### config.mk
export PLATFORM = sky130hd
export DESIGN_NAME = status_flags
export DESIGN_NICKNAME = d
export VERILOG_FILES = /design/src/sr_flags_pkg.sv /design/src/status_if.sv /design/src/status_flags.sv /design/src/mask_decode.sv /design/src/sticky_flags.sv
export SDC_FILE = /design/constraint.sdc
export NUM_CORES = 1
export LEC_CHECK = 0
export BUFFER_PORTS_ARGS = -buffer_cell sky130_fd_sc_hd__buf_2
export CORE_ASPECT_RATIO = 0.6
export CORE_MARGIN = 8
export CORE_UTILIZATION = 28
export CTS_BUF_LIST = sky130_fd_sc_hd__clkbuf_2 sky130_fd_sc_hd__clkbuf_4 sky130_fd_sc_hd__clkbuf_8
export CTS_CLUSTER_SIZE = 10
export DETAILED_ROUTE_END_ITERATION = 10
export PLACE_DENSITY = 0.82
export REMOVE_ABC_BUFFERS = 1
export SKIP_CTS_REPAIR_TIMING = 1
export SLEW_MARGIN = 20
export SYNTH_ARGS = -nofsm -noshare
export SYNTH_HDL_FRONTEND = slang
export SYNTH_SLANG_ARGS = --single-unit
export TNS_END_PERCENT = 20
### constraint.sdc
create_clock -name sys_clk -period 1.5 [get_ports sys_clk]
set_input_delay 0.3 -clock sys_clk [delete_from_list [all_inputs] [get_ports sys_clk]]
set_output_delay 0.3 -clock sys_clk [all_outputs]
set_load 0.005 [all_outputs]
### src/sr_flags_pkg.sv
// Constants, types and helpers for the status mask and sticky flags
//
// Contract
// - Hardware reset sets mask; soft reset keeps
// - Accumulator move to bus sets scaling flag
// - Scaling flag sticky until reset or clear
// - Scaling mode chooses the tested bit pair
// - Set on magnitude quarter to three quarters
// - Bit pair per mode, ORed with previous
// - Overflow or limiter sets limit flag
// - Saturation sets limit only in saturation mode
// - Limit flag latches until reset or clear
// - Accumulator reads by moves update limit
package sr_flags_pkg;

  localparam int ACC_W  = 56;
  localparam int ADDR_W = 8;
  localparam int DATA_W = 32;

  // Register byte offsets
  localparam logic [7:0] OFS_SR   = 8'h00;
  localparam logic [7:0] OFS_FCLR = 8'h04;
  localparam logic [7:0] OFS_CFG  = 8'h08;
  localparam logic [7:0] OFS_IST  = 8'h0c;
  localparam logic [7:0] OFS_IMSK = 8'h10;
  localparam logic [7:0] OFS_PERM = 8'h14;

  // Field positions
  localparam int LIMIT_POS = 6;
  localparam int SCALE_POS = 7;
  localparam int MASK_LO   = 8;
  localparam int SEL_LO    = 10;
  localparam int SAT_POS   = 0;
  localparam int EV_SCALE  = 0;
  localparam int EV_LIMIT  = 1;
  localparam int EV_W      = 2;

  // Low bit of the accumulator pair tested in each scaling mode
  localparam int PAIR_NONE = 45;
  localparam int PAIR_DOWN = 46;
  localparam int PAIR_UP   = 44;

  // Reset values
  localparam logic [1:0]      MASK_RST = 2'h3;
  localparam logic [1:0]      SEL_RST  = 2'h0;
  localparam logic            SAT_RST  = 1'b0;
  localparam logic [EV_W-1:0] IMSK_RST = 2'h0;

  typedef enum logic [1:0] {
    SC_NONE = 2'h0,
    SC_DOWN = 2'h1,
    SC_UP   = 2'h2,
    SC_RSVD = 2'h3
  } scale_mode_t;

  // Priority levels let through by a mask code, one bit per level
  function automatic logic [3:0] permit_of(input logic [1:0] code);
    permit_of = 4'hf << code;
  endfunction : permit_of

  // Scaling test of one accumulator; reserved mode never sets
  function automatic logic scale_hit(input logic [ACC_W-1:0] acc,
                                     input logic [1:0]       mode);
    case (mode)
      SC_NONE: scale_hit = acc[PAIR_NONE+1] ^ acc[PAIR_NONE];
      SC_DOWN: scale_hit = acc[PAIR_DOWN+1] ^ acc[PAIR_DOWN];
      SC_UP:   scale_hit = acc[PAIR_UP+1] ^ acc[PAIR_UP];
      default: scale_hit = 1'b0;
    endcase
  endfunction : scale_hit

endpackage : sr_flags_pkg

### src/status_if.sv
// Interface between the status core and its decode and flag helpers
`timescale 1ns/1ps
interface status_if;
  logic [1:0] mask;
  logic [3:0] permit;
  logic       s_set;
  logic       l_set;
  logic       s_clr;
  logic       l_clr;
  logic       soft_rst;
  logic       s_flag;
  logic       l_flag;
  modport dec (input mask, output permit);
  modport flg (input s_set, l_set, s_clr, l_clr, soft_rst,
               output s_flag, l_flag);
  modport core (output mask, s_set, l_set, s_clr, l_clr, soft_rst,
                input permit, s_flag, l_flag);
endinterface : status_if

### src/status_flags.sv
// Status mask decode and sticky scaling and limit flags, register port
//
// Design decisions made here: the plain strobed port and the address map.
`timescale 1ns/1ps
module status_flags
  import sr_flags_pkg::*;
(
  input  wire logic                             sys_clk,
  input  wire logic                             rst,
  input  wire logic                             proc_rst,
  input  wire logic [sr_flags_pkg::ADDR_W-1:0]  reg_addr,
  input  wire logic [sr_flags_pkg::DATA_W-1:0]  reg_wdata,
  input  wire logic                             reg_wr,
  input  wire logic                             reg_rd,
  output logic      [sr_flags_pkg::DATA_W-1:0]  reg_rdata,
  input  wire logic [sr_flags_pkg::ACC_W-1:0]   acc_a,
  input  wire logic [sr_flags_pkg::ACC_W-1:0]   acc_b,
  input  wire logic                             move_x_side_data_bus,
  input  wire logic                             move_y_side_data_bus,
  input  wire logic                             acc_read,
  input  wire logic                             limiter_active,
  input  wire logic                             overflow_flag,
  input  wire logic                             sat_event,
  output logic                                  irq,
  output logic      [3:0]                       exception_priority_level,
  output logic                                  mask_level_high,
  output logic                                  mask_level_low,
  output logic                                  scale_select_high,
  output logic                                  scale_select_low,
  output logic                                  sat_mode,
  output logic                                  scale_flag,
  output logic                                  limit_flag
);

  import sr_flags_pkg::*;

  //////////////////////////////////////////////////////////////////////
  // Registers

  logic [1:0]        mask_ff;
  logic [1:0]        sel_ff;
  logic              sat_ff;
  logic [EV_W-1:0]   ist_ff;
  logic [EV_W-1:0]   imsk_ff;
  logic [DATA_W-1:0] rdata_ff;

  logic [1:0]        nxt_mask;
  logic [1:0]        nxt_sel;
  logic              nxt_sat;
  logic [EV_W-1:0]   nxt_ist;
  logic [EV_W-1:0]   nxt_imsk;
  logic [DATA_W-1:0] nxt_rdata;

  status_if st ();

  //////////////////////////////////////////////////////////////////////
  // Address decode

  logic wr_sr;
  logic wr_fclr;
  logic wr_cfg;
  logic wr_ist;
  logic wr_imsk;

  assign wr_sr   = reg_wr && (reg_addr == OFS_SR);
  assign wr_fclr = reg_wr && (reg_addr == OFS_FCLR);
  assign wr_cfg  = reg_wr && (reg_addr == OFS_CFG);
  assign wr_ist  = reg_wr && (reg_addr == OFS_IST);
  assign wr_imsk = reg_wr && (reg_addr == OFS_IMSK);

  //////////////////////////////////////////////////////////////////////
  // Mode and mask fields

  // Soft reset does not touch the mask; only hardware reset sets it
  assign nxt_mask = wr_sr ? reg_wdata[MASK_LO+1:MASK_LO] : mask_ff;
  assign nxt_sel  = wr_sr ? reg_wdata[SEL_LO+1:SEL_LO] : sel_ff;
  assign nxt_sat  = wr_cfg ? reg_wdata[SAT_POS] : sat_ff;
  assign nxt_imsk = wr_imsk ? reg_wdata[EV_W-1:0] : imsk_ff;

  // Hardware reset loads the highest masking level
  always_ff @(posedge sys_clk) begin
    if (rst) begin
      mask_ff <= MASK_RST;
      sel_ff  <= SEL_RST;
      sat_ff  <= SAT_RST;
      imsk_ff <= IMSK_RST;
    end else begin
      mask_ff <= nxt_mask;
      sel_ff  <= nxt_sel;
      sat_ff  <= nxt_sat;
      imsk_ff <= nxt_imsk;
    end
  end

  //////////////////////////////////////////////////////////////////////
  // Flag set conditions

  logic acc_move;
  logic hit_a;
  logic hit_b;
  logic clamp_move;
  logic sat_hit;

  // Any result leaving A or B for either data bus
  assign acc_move   = move_x_side_data_bus | move_y_side_data_bus;

  // Both accumulators are tested whichever one moved
  assign hit_a      = scale_hit(acc_a, sel_ff);
  assign hit_b      = scale_hit(acc_b, sel_ff);

  // A clamp counts when a move reads an accumulator
  assign clamp_move = limiter_active & (acc_read | acc_move);

  // Saturation is ignored outside saturation mode
  assign sat_hit    = sat_ff & sat_event;

  assign st.mask     = mask_ff;
  assign st.s_set    = acc_move & (hit_a | hit_b);
  assign st.l_set    = overflow_flag | clamp_move | sat_hit;
  assign st.s_clr    = wr_fclr & reg_wdata[SCALE_POS];
  assign st.l_clr    = wr_fclr & reg_wdata[LIMIT_POS];
  assign st.soft_rst = proc_rst;

  mask_decode u_mask_decode (
    .sys_clk (sys_clk),
    .rst     (rst),
    .st      (st.dec)
  );

  sticky_flags u_sticky_flags (
    .sys_clk (sys_clk),
    .rst     (rst),
    .st      (st.flg)
  );

  //////////////////////////////////////////////////////////////////////
  // Interrupt status

  logic [EV_W-1:0] ev_now;
  logic [EV_W-1:0] ist_w1c;

  // Events are flag sets, so a repeat set while sticky still pulses
  assign ev_now[EV_SCALE] = st.s_set;
  assign ev_now[EV_LIMIT] = st.l_set;
  assign ist_w1c = wr_ist ? reg_wdata[EV_W-1:0] : {EV_W{1'b0}};

  // A new event beats a write-one clear in the same cycle
  assign nxt_ist = ev_now | (ist_ff & ~ist_w1c);

  always_ff @(posedge sys_clk) begin
    if (rst) begin
      ist_ff <= {EV_W{1'b0}};
    end else begin
      ist_ff <= nxt_ist;
    end
  end

  assign irq = |(ist_ff & imsk_ff);

  //////////////////////////////////////////////////////////////////////
  // Read path

  logic [DATA_W-1:0] sr_word;
  logic [DATA_W-1:0] rd_word;

  assign sr_word = {{(DATA_W-SEL_LO-2){1'b0}}, sel_ff, mask_ff,
                    st.s_flag, st.l_flag, {LIMIT_POS{1'b0}}};

  // Unmapped offsets read as zero
  always_comb begin
    unique case (reg_addr)
      OFS_SR:   rd_word = sr_word;
      OFS_CFG:  rd_word = {{(DATA_W-1){1'b0}}, sat_ff};
      OFS_IST:  rd_word = {{(DATA_W-EV_W){1'b0}}, ist_ff};
      OFS_IMSK: rd_word = {{(DATA_W-EV_W){1'b0}}, imsk_ff};
      OFS_PERM: rd_word = {{(DATA_W-4){1'b0}}, st.permit};
      default:  rd_word = {DATA_W{1'b0}};
    endcase
  end

  // Data stand only in the cycle after the strobe
  assign nxt_rdata = reg_rd ? rd_word : {DATA_W{1'b0}};

  always_ff @(posedge sys_clk) begin
    if (rst) begin
      rdata_ff <= {DATA_W{1'b0}};
    end else begin
      rdata_ff <= nxt_rdata;
    end
  end

  //////////////////////////////////////////////////////////////////////
  // Outputs

  assign reg_rdata                = rdata_ff;
  assign exception_priority_level = st.permit;
  assign mask_level_high          = mask_ff[1];
  assign mask_level_low           = mask_ff[0];
  assign scale_select_high        = sel_ff[1];
  assign scale_select_low         = sel_ff[0];
  assign sat_mode                 = sat_ff;
  assign scale_flag               = st.s_flag;
  assign limit_flag               = st.l_flag;

  //////////////////////////////////////////////////////////////////////
  // Checks

  a_mask_hw_reset : assert property (
    @(posedge sys_clk)
    rst |=> mask_ff == MASK_RST ##1 exception_priority_level == 4'h8)
    else $error("hardware reset did not raise the mask");

  a_mask_soft_keep : assert property (
    @(posedge sys_clk) disable iff (rst)
    proc_rst && !wr_sr |=> $stable(mask_ff))
    else $error("soft reset changed the mask");

  a_scale_on_move : assert property (
    @(posedge sys_clk) disable iff (rst)
    acc_move && (hit_a || hit_b) && !proc_rst |=> scale_flag)
    else $error("scaling flag not set by an accumulator move");

  a_scale_no_move : assert property (
    @(posedge sys_clk) disable iff (rst)
    !acc_move && !scale_flag |=> !scale_flag)
    else $error("scaling flag set without a move");

  a_scale_mode_pair : assert property (
    @(posedge sys_clk) disable iff (rst)
    acc_move && !proc_rst && !scale_flag && sel_ff == SC_DOWN &&
    (acc_a[PAIR_DOWN+1] != acc_a[PAIR_DOWN]) |=> scale_flag)
    else $error("scale down mode ignored its bit pair");

  a_scale_rsvd : assert property (
    @(posedge sys_clk) disable iff (rst)
    sel_ff == SC_RSVD && !scale_flag |=> !scale_flag)
    else $error("reserved scaling mode set the flag");

  a_scale_band : assert property (
    @(posedge sys_clk) disable iff (rst)
    acc_move && sel_ff == SC_NONE && !scale_flag &&
    acc_a[PAIR_NONE+1] == acc_a[PAIR_NONE] &&
    acc_b[PAIR_NONE+1] == acc_b[PAIR_NONE] |=> !scale_flag)
    else $error("scaling flag set outside the magnitude band");

  a_limit_ovf : assert property (
    @(posedge sys_clk) disable iff (rst)
    overflow_flag && !proc_rst |=> limit_flag && ist_ff[EV_LIMIT])
    else $error("overflow did not latch the limit flag");

  a_limit_sat_on : assert property (
    @(posedge sys_clk) disable iff (rst)
    sat_mode && sat_event && !proc_rst |=> limit_flag)
    else $error("saturation missed in saturation mode");

  a_limit_sat_off : assert property (
    @(posedge sys_clk) disable iff (rst)
    !sat_mode && !overflow_flag && !limiter_active && !limit_flag
    |=> !limit_flag)
    else $error("limit flag set with no cause");

  a_limit_clr : assert property (
    @(posedge sys_clk) disable iff (rst)
    proc_rst |=> !limit_flag && !scale_flag)
    else $error("processor reset left a sticky flag set");

  a_limit_move : assert property (
    @(posedge sys_clk) disable iff (rst)
    limiter_active && acc_read && !proc_rst |=> limit_flag)
    else $error("clamp on an accumulator read not latched");

  a_read_slot : assert property (
    @(posedge sys_clk) disable iff (rst)
    !reg_rd |=> reg_rdata == {DATA_W{1'b0}})
    else $error("read data outside its slot");

  // Each mask code against its literal level set, one cycle after the mask
  a_mask_code_zero : assert property (
    @(posedge sys_clk) disable iff (rst)
    mask_ff == 2'h0 |=> exception_priority_level == 4'hf)
    else $error("mask code zero did not permit every level");

  a_mask_code_one : assert property (
    @(posedge sys_clk) disable iff (rst)
    mask_ff == 2'h1 |=> exception_priority_level == 4'he)
    else $error("mask code one did not block level zero");

  a_mask_code_two : assert property (
    @(posedge sys_clk) disable iff (rst)
    mask_ff == 2'h2 |=> exception_priority_level == 4'hc)
    else $error("mask code two did not block levels zero and one");

  a_mask_code_three : assert property (
    @(posedge sys_clk) disable iff (rst)
    mask_ff == 2'h3 |=> exception_priority_level == 4'h8)
    else $error("mask code three let a low level through");

  // The other bit pairs and accumulator B, so a wrong pair cannot hide
  a_scale_none_pair : assert property (
    @(posedge sys_clk) disable iff (rst)
    acc_move && !proc_rst && sel_ff == SC_NONE &&
    (acc_b[PAIR_NONE+1] != acc_b[PAIR_NONE]) |=> scale_flag)
    else $error("no scaling mode ignored its bit pair");

  a_scale_up_pair : assert property (
    @(posedge sys_clk) disable iff (rst)
    acc_move && !proc_rst && sel_ff == SC_UP &&
    (acc_a[PAIR_UP+1] != acc_a[PAIR_UP]) |=> scale_flag)
    else $error("scale up mode ignored its bit pair");

  a_scale_b_down : assert property (
    @(posedge sys_clk) disable iff (rst)
    acc_move && !proc_rst && sel_ff == SC_DOWN &&
    (acc_b[PAIR_DOWN+1] != acc_b[PAIR_DOWN]) |=> scale_flag)
    else $error("scale down mode ignored accumulator b");

  a_scale_clear : assert property (
    @(posedge sys_clk) disable iff (rst)
    wr_fclr && reg_wdata[SCALE_POS] && !st.s_set |=> !scale_flag)
    else $error("explicit clear left the scaling flag set");

  a_limit_clear : assert property (
    @(posedge sys_clk) disable iff (rst)
    wr_fclr && reg_wdata[LIMIT_POS] && !st.l_set |=> !limit_flag)
    else $error("explicit clear left the limit flag set");

  a_limit_clamp_move : assert property (
    @(posedge sys_clk) disable iff (rst)
    limiter_active && acc_move && !proc_rst |=> limit_flag)
    else $error("clamp on an accumulator move not latched");

  // Events reach the status word even while the flag is already set
  a_scale_event : assert property (
    @(posedge sys_clk) disable iff (rst)
    st.s_set |=> ist_ff[EV_SCALE])
    else $error("scaling event missing from interrupt status");

  a_limit_event : assert property (
    @(posedge sys_clk) disable iff (rst)
    st.l_set |=> ist_ff[EV_LIMIT])
    else $error("limit event missing from interrupt status");

  a_sat_mode_write : assert property (
    @(posedge sys_clk) disable iff (rst)
    wr_cfg |=> sat_mode == $past(reg_wdata[SAT_POS]))
    else $error("saturation mode did not take the written bit");

  a_sel_soft_keep : assert property (
    @(posedge sys_clk) disable iff (rst)
    proc_rst && !wr_sr |=> $stable(sel_ff))
    else $error("soft reset changed the scaling select");

endmodule : status_flags

### src/mask_decode.sv
// Registered decode of the mask code into permitted priority levels
`timescale 1ns/1ps
module mask_decode
  import sr_flags_pkg::*;
(
  input  wire logic sys_clk,
  input  wire logic rst,
  status_if.dec     st
);

  // Registered so the level outputs never glitch on a mask write
  always_ff @(posedge sys_clk) begin
    if (rst) begin
      st.permit <= permit_of(MASK_RST);
    end else begin
      st.permit <= permit_of(st.mask);
    end
  end

  a_permit_map : assert property (
    @(posedge sys_clk) disable iff (rst)
    ##1 st.permit == permit_of($past(st.mask)))
    else $error("permitted levels do not follow the mask");

endmodule : mask_decode

### src/sticky_flags.sv
// Scaling and limit sticky flags with set-over-clear priority
`timescale 1ns/1ps
module sticky_flags
  import sr_flags_pkg::*;
(
  input  wire logic sys_clk,
  input  wire logic rst,
  status_if.flg     st
);

  logic nxt_s;
  logic nxt_l;

  // A set in the clearing cycle survives; processor reset clears both
  assign nxt_s = st.s_set | (st.s_flag & ~st.s_clr);
  assign nxt_l = st.l_set | (st.l_flag & ~st.l_clr);

  always_ff @(posedge sys_clk) begin
    if (rst || st.soft_rst) begin
      st.s_flag <= 1'b0;
      st.l_flag <= 1'b0;
    end else begin
      st.s_flag <= nxt_s;
      st.l_flag <= nxt_l;
    end
  end

  a_scale_sticky : assert property (
    @(posedge sys_clk) disable iff (rst)
    st.s_flag && !st.s_clr && !st.soft_rst |=> st.s_flag)
    else $error("scaling flag dropped without a clear");

  a_limit_latch : assert property (
    @(posedge sys_clk) disable iff (rst)
    $fell(st.l_flag) |-> $past(st.l_clr) || $past(st.soft_rst))
    else $error("limit flag fell without clear or reset");

endmodule : sticky_flags

==> run summary <==
outcome = completed
Peak VDD IR = 360.2 µV
maximum root-to-sink buffer count = 2
DP Area = 1519 µm²
total power draw = 1.366 mW
number of distinct library cells after synthesis = 31
maximum clock rate = 0.7372 GHz
gp weighted congestion = 0.8104
final count of pins violating max slew = 0
critical path, cell by cell = mux2i_1, mux2i_1, a31o_2, a211oi_1
maximum cell stage delay along the critical path = 460 ps
post-layout worst setup margin = 143.5 ps
Critical Path Fanout Max = 6
critical path type = reg -> reg
synthesis-to-finish area growth = 31.44%
cell with the largest stage delay on the worst path = dfxtp_1
fraction of final layout cells sized beyond drive strength 1 = 0.3814
setup clock skew after layout = 6.262 ps
wire length of the first global-routing pass = 5457 µm
pwr/cell area = 858.8 nW/µm²
setup TNS = 0 ps
switching power = 0.2961 mW
remaining global-route overflow = 0
final critical-path required period = 1356 ps
final net count = 358
clock root buffer = clkbuf_8
placement row count = 18
pre-CTS setup slack = -44.65 ps
clock group share of total power = 0.413
floorplan die width = 100.9 µm
share of the synthesized area in the top cell type = 0.3971
kind of end point of the critical path = register
Leakage = 0.7884 nW
number of detailed-routing iterations run before antenna repair = 4
final clock period utilization by the worst path = 0.9043
remaining number of nets flagged by the antenna check after routing = 0
sw frac = 0.2168
number of global-route vias before repair = 1164
number of diodes = 0
Port-buffer cells = 55
register area share after synthesis = 0.3971
via count = 1069
parity-gate share of the synthesized area counting xor and xnor cells = 0.01448
number of buffers and inverters on the critical path = 0
total of flip-flops plus latches after synthesis = 24
number of clock sinks seen by CTS = 24
Worst Setup Start Kind = register
arrival time reported for the critical path endpoint = 1540 ps
Clock transition at path regs = 80 ps
cell with the most instances on the worst path = mux2i_1
CTS tree = yes
RSZ-0062 raised after global routing = no
aggregate global-route resource usage = 0.1027
part of the power in combinational logic = 0.111
post-synthesis share of cell area spent on and, or, nand and nor gates = 0.2275
antenna violations before repair = 0
worst-skew pair later-pin latency = 270 ps
final non-filler cell area = 1590 µm²
synthesized-area fraction occupied by ao, oa, aoi and oai cells = 0.1003
synthesized cell area = 1210 µm²
Int Power = 1.070 mW
maximum level of the CTS H-tree = 1
largest family of logic cells by synthesized area = simple AND/OR/NAND/NOR gates
leading area contributor after synthesis = dfxtp_1
classification of the worst-slack hold path = in -> reg
portion of total power attributed to sequential cells = 0.476
mux cell area share after synthesis = 0.09928
number of setup violations in the final report = 0
Req. time, crit path = 1690 ps
adder and majority gate portion of the synthesized area = 0
clock buffers created by TritonCTS = 3
Final Hold Violating Endpoints = 0
max_cap viols = 0
post-synthesis instance total = 131
number of warning messages in the yosys log = 0
Worst Hold Slack = 211.8 ps
total length of routed wires = 3566 µm
routed wire length per instance = 14.04 µm
fin cells = 254
per-cell via count in the routed design = 4.209
post-layout utilization of the core = 0.3859
maximum number of pins on one net before global-route repair = 15
cell type group with the largest total delay on the critical path = flip-flops
average instance area after synthesis = 9.236 µm²
IO Pins = 207
Die Ht = 66.92 µm
cell types occupying the most area after synthesis = dfxtp_1 40%, buf_4 14%, mux2i_1 9.9%, nor2_1 4.3%, and2_1 3.6%
total core area = 4121 µm²
number of remaining DRC errors = 0
initial cell density of the core = 0.2936
detailed-placement wirelength estimate = 2969 µm
violation count after the first detailed-route iteration = 41
area enclosed by the die boundary = 6750 µm²
number of placed instances, taps included = 250
## cells by family after synthesis
| group | after synthesis |
|---|---|
| compound gates | 18 |
| other cells | 2 |
| flops | 24 |
| buf+inv | 27 |
| xor+xnor | 2 |
| simple gates | 46 |
| mux | 12 |
## flip-flops by register name, indices dropped and copies added, names as in the netlist
name                      cells
imsk_ff                       2
sel_ff                        2
u_sticky_flags.st.l_flag      1
reg_rdata                    10
ist_ff                        2
u_sticky_flags.st.s_flag      1
mask_ff                       2
u_mask_decode.st.permit       3
sat_mode                      1
## final timing paths
kind	cells past startpoint	start	slack [ps]	endpoint
max reg2reg	4	sel_ff[1]	140	u_sticky_flags.st.s_flag
max	4	sel_ff[1]	140	u_sticky_flags.st.s_flag
min reg2reg	1	u_mask_decode.st.permit[2]	470	reg_rdata[2]
min	2	proc_rst	210	u_sticky_flags.st.s_flag
## layout by cell type, fill, tap and decap left out, drive strengths merged, types with 3 or more instances in the layout
| master | instances |
|---|---|
| a21oi | 4 |
| nor3 | 3 |
| o21ai | 5 |
| mux2i | 12 |
| clkbuf | 3 |
| buf | 63 |
| nor2b | 4 |
| dfxtp | 24 |
| and2 | 7 |
| conb | 23 |
| nand3 | 8 |
| nor2 | 14 |
## power by group through the flow
stage	clock, mW	sequential (mW)	combinational (mW)
final	0.564	0.650	0.152
after global routing	0.604	0.651	0.171
after CTS	0.583	0.650	0.149
after detailed placement	0	0.665	0.148
after global placement	0	0.665	0.143
after floorplan	0	0.664	0.0556
## final cells by class
type | count | area, µm²
Timing Repair Buffer | 63 | 335.3
Clock buffer | 3 | 41.29
Tap cell | 60 | 75.07
Sequential cell | 24 | 480.5
Clock inverter | 1 | 30.03
Inverter | 2 | 7.507
Fill cell | 421 | 2531
Multi-Input combinational cell | 101 | 620.6
## cell usage after synthesis
library cell	number
and4_2	1
nand4_1	2
conb_1	2
nor3_1	2
a21oi_1	4
a211oi_1	2
inv_1	2
and2_1	7
nor3b_1	1
buf_4	23
nand3_1	7
a22o_1	1
dfxtp_1	24
a211o_1	2
nand2_1	1
o21ai_0	5
o22a_1	2
nor2b_1	4
nor4_4	1
nor4b_1	1
nor3_2	1
a31o_2	1
a221oi_1	1
nor2_1	14
nand2_2	1
clkbuf_1	2
nand3_2	1
or3_1	1
xor2_1	2
nor3b_2	1
mux2i_1	12
## routing by layer
metal | GRT usage | vias up | wire length [µm]
met2 | 0.1741 | 61 | 1584
met3 | 0.05613 | 0 | 420
li1 | - | 535 | -
met5 | 0 | - | 0
met4 | 0.005607 | 0 | 0
met1 | 0.1166 | 473 | 1560
Note: power is estimated with default switching activity, not from simulation.
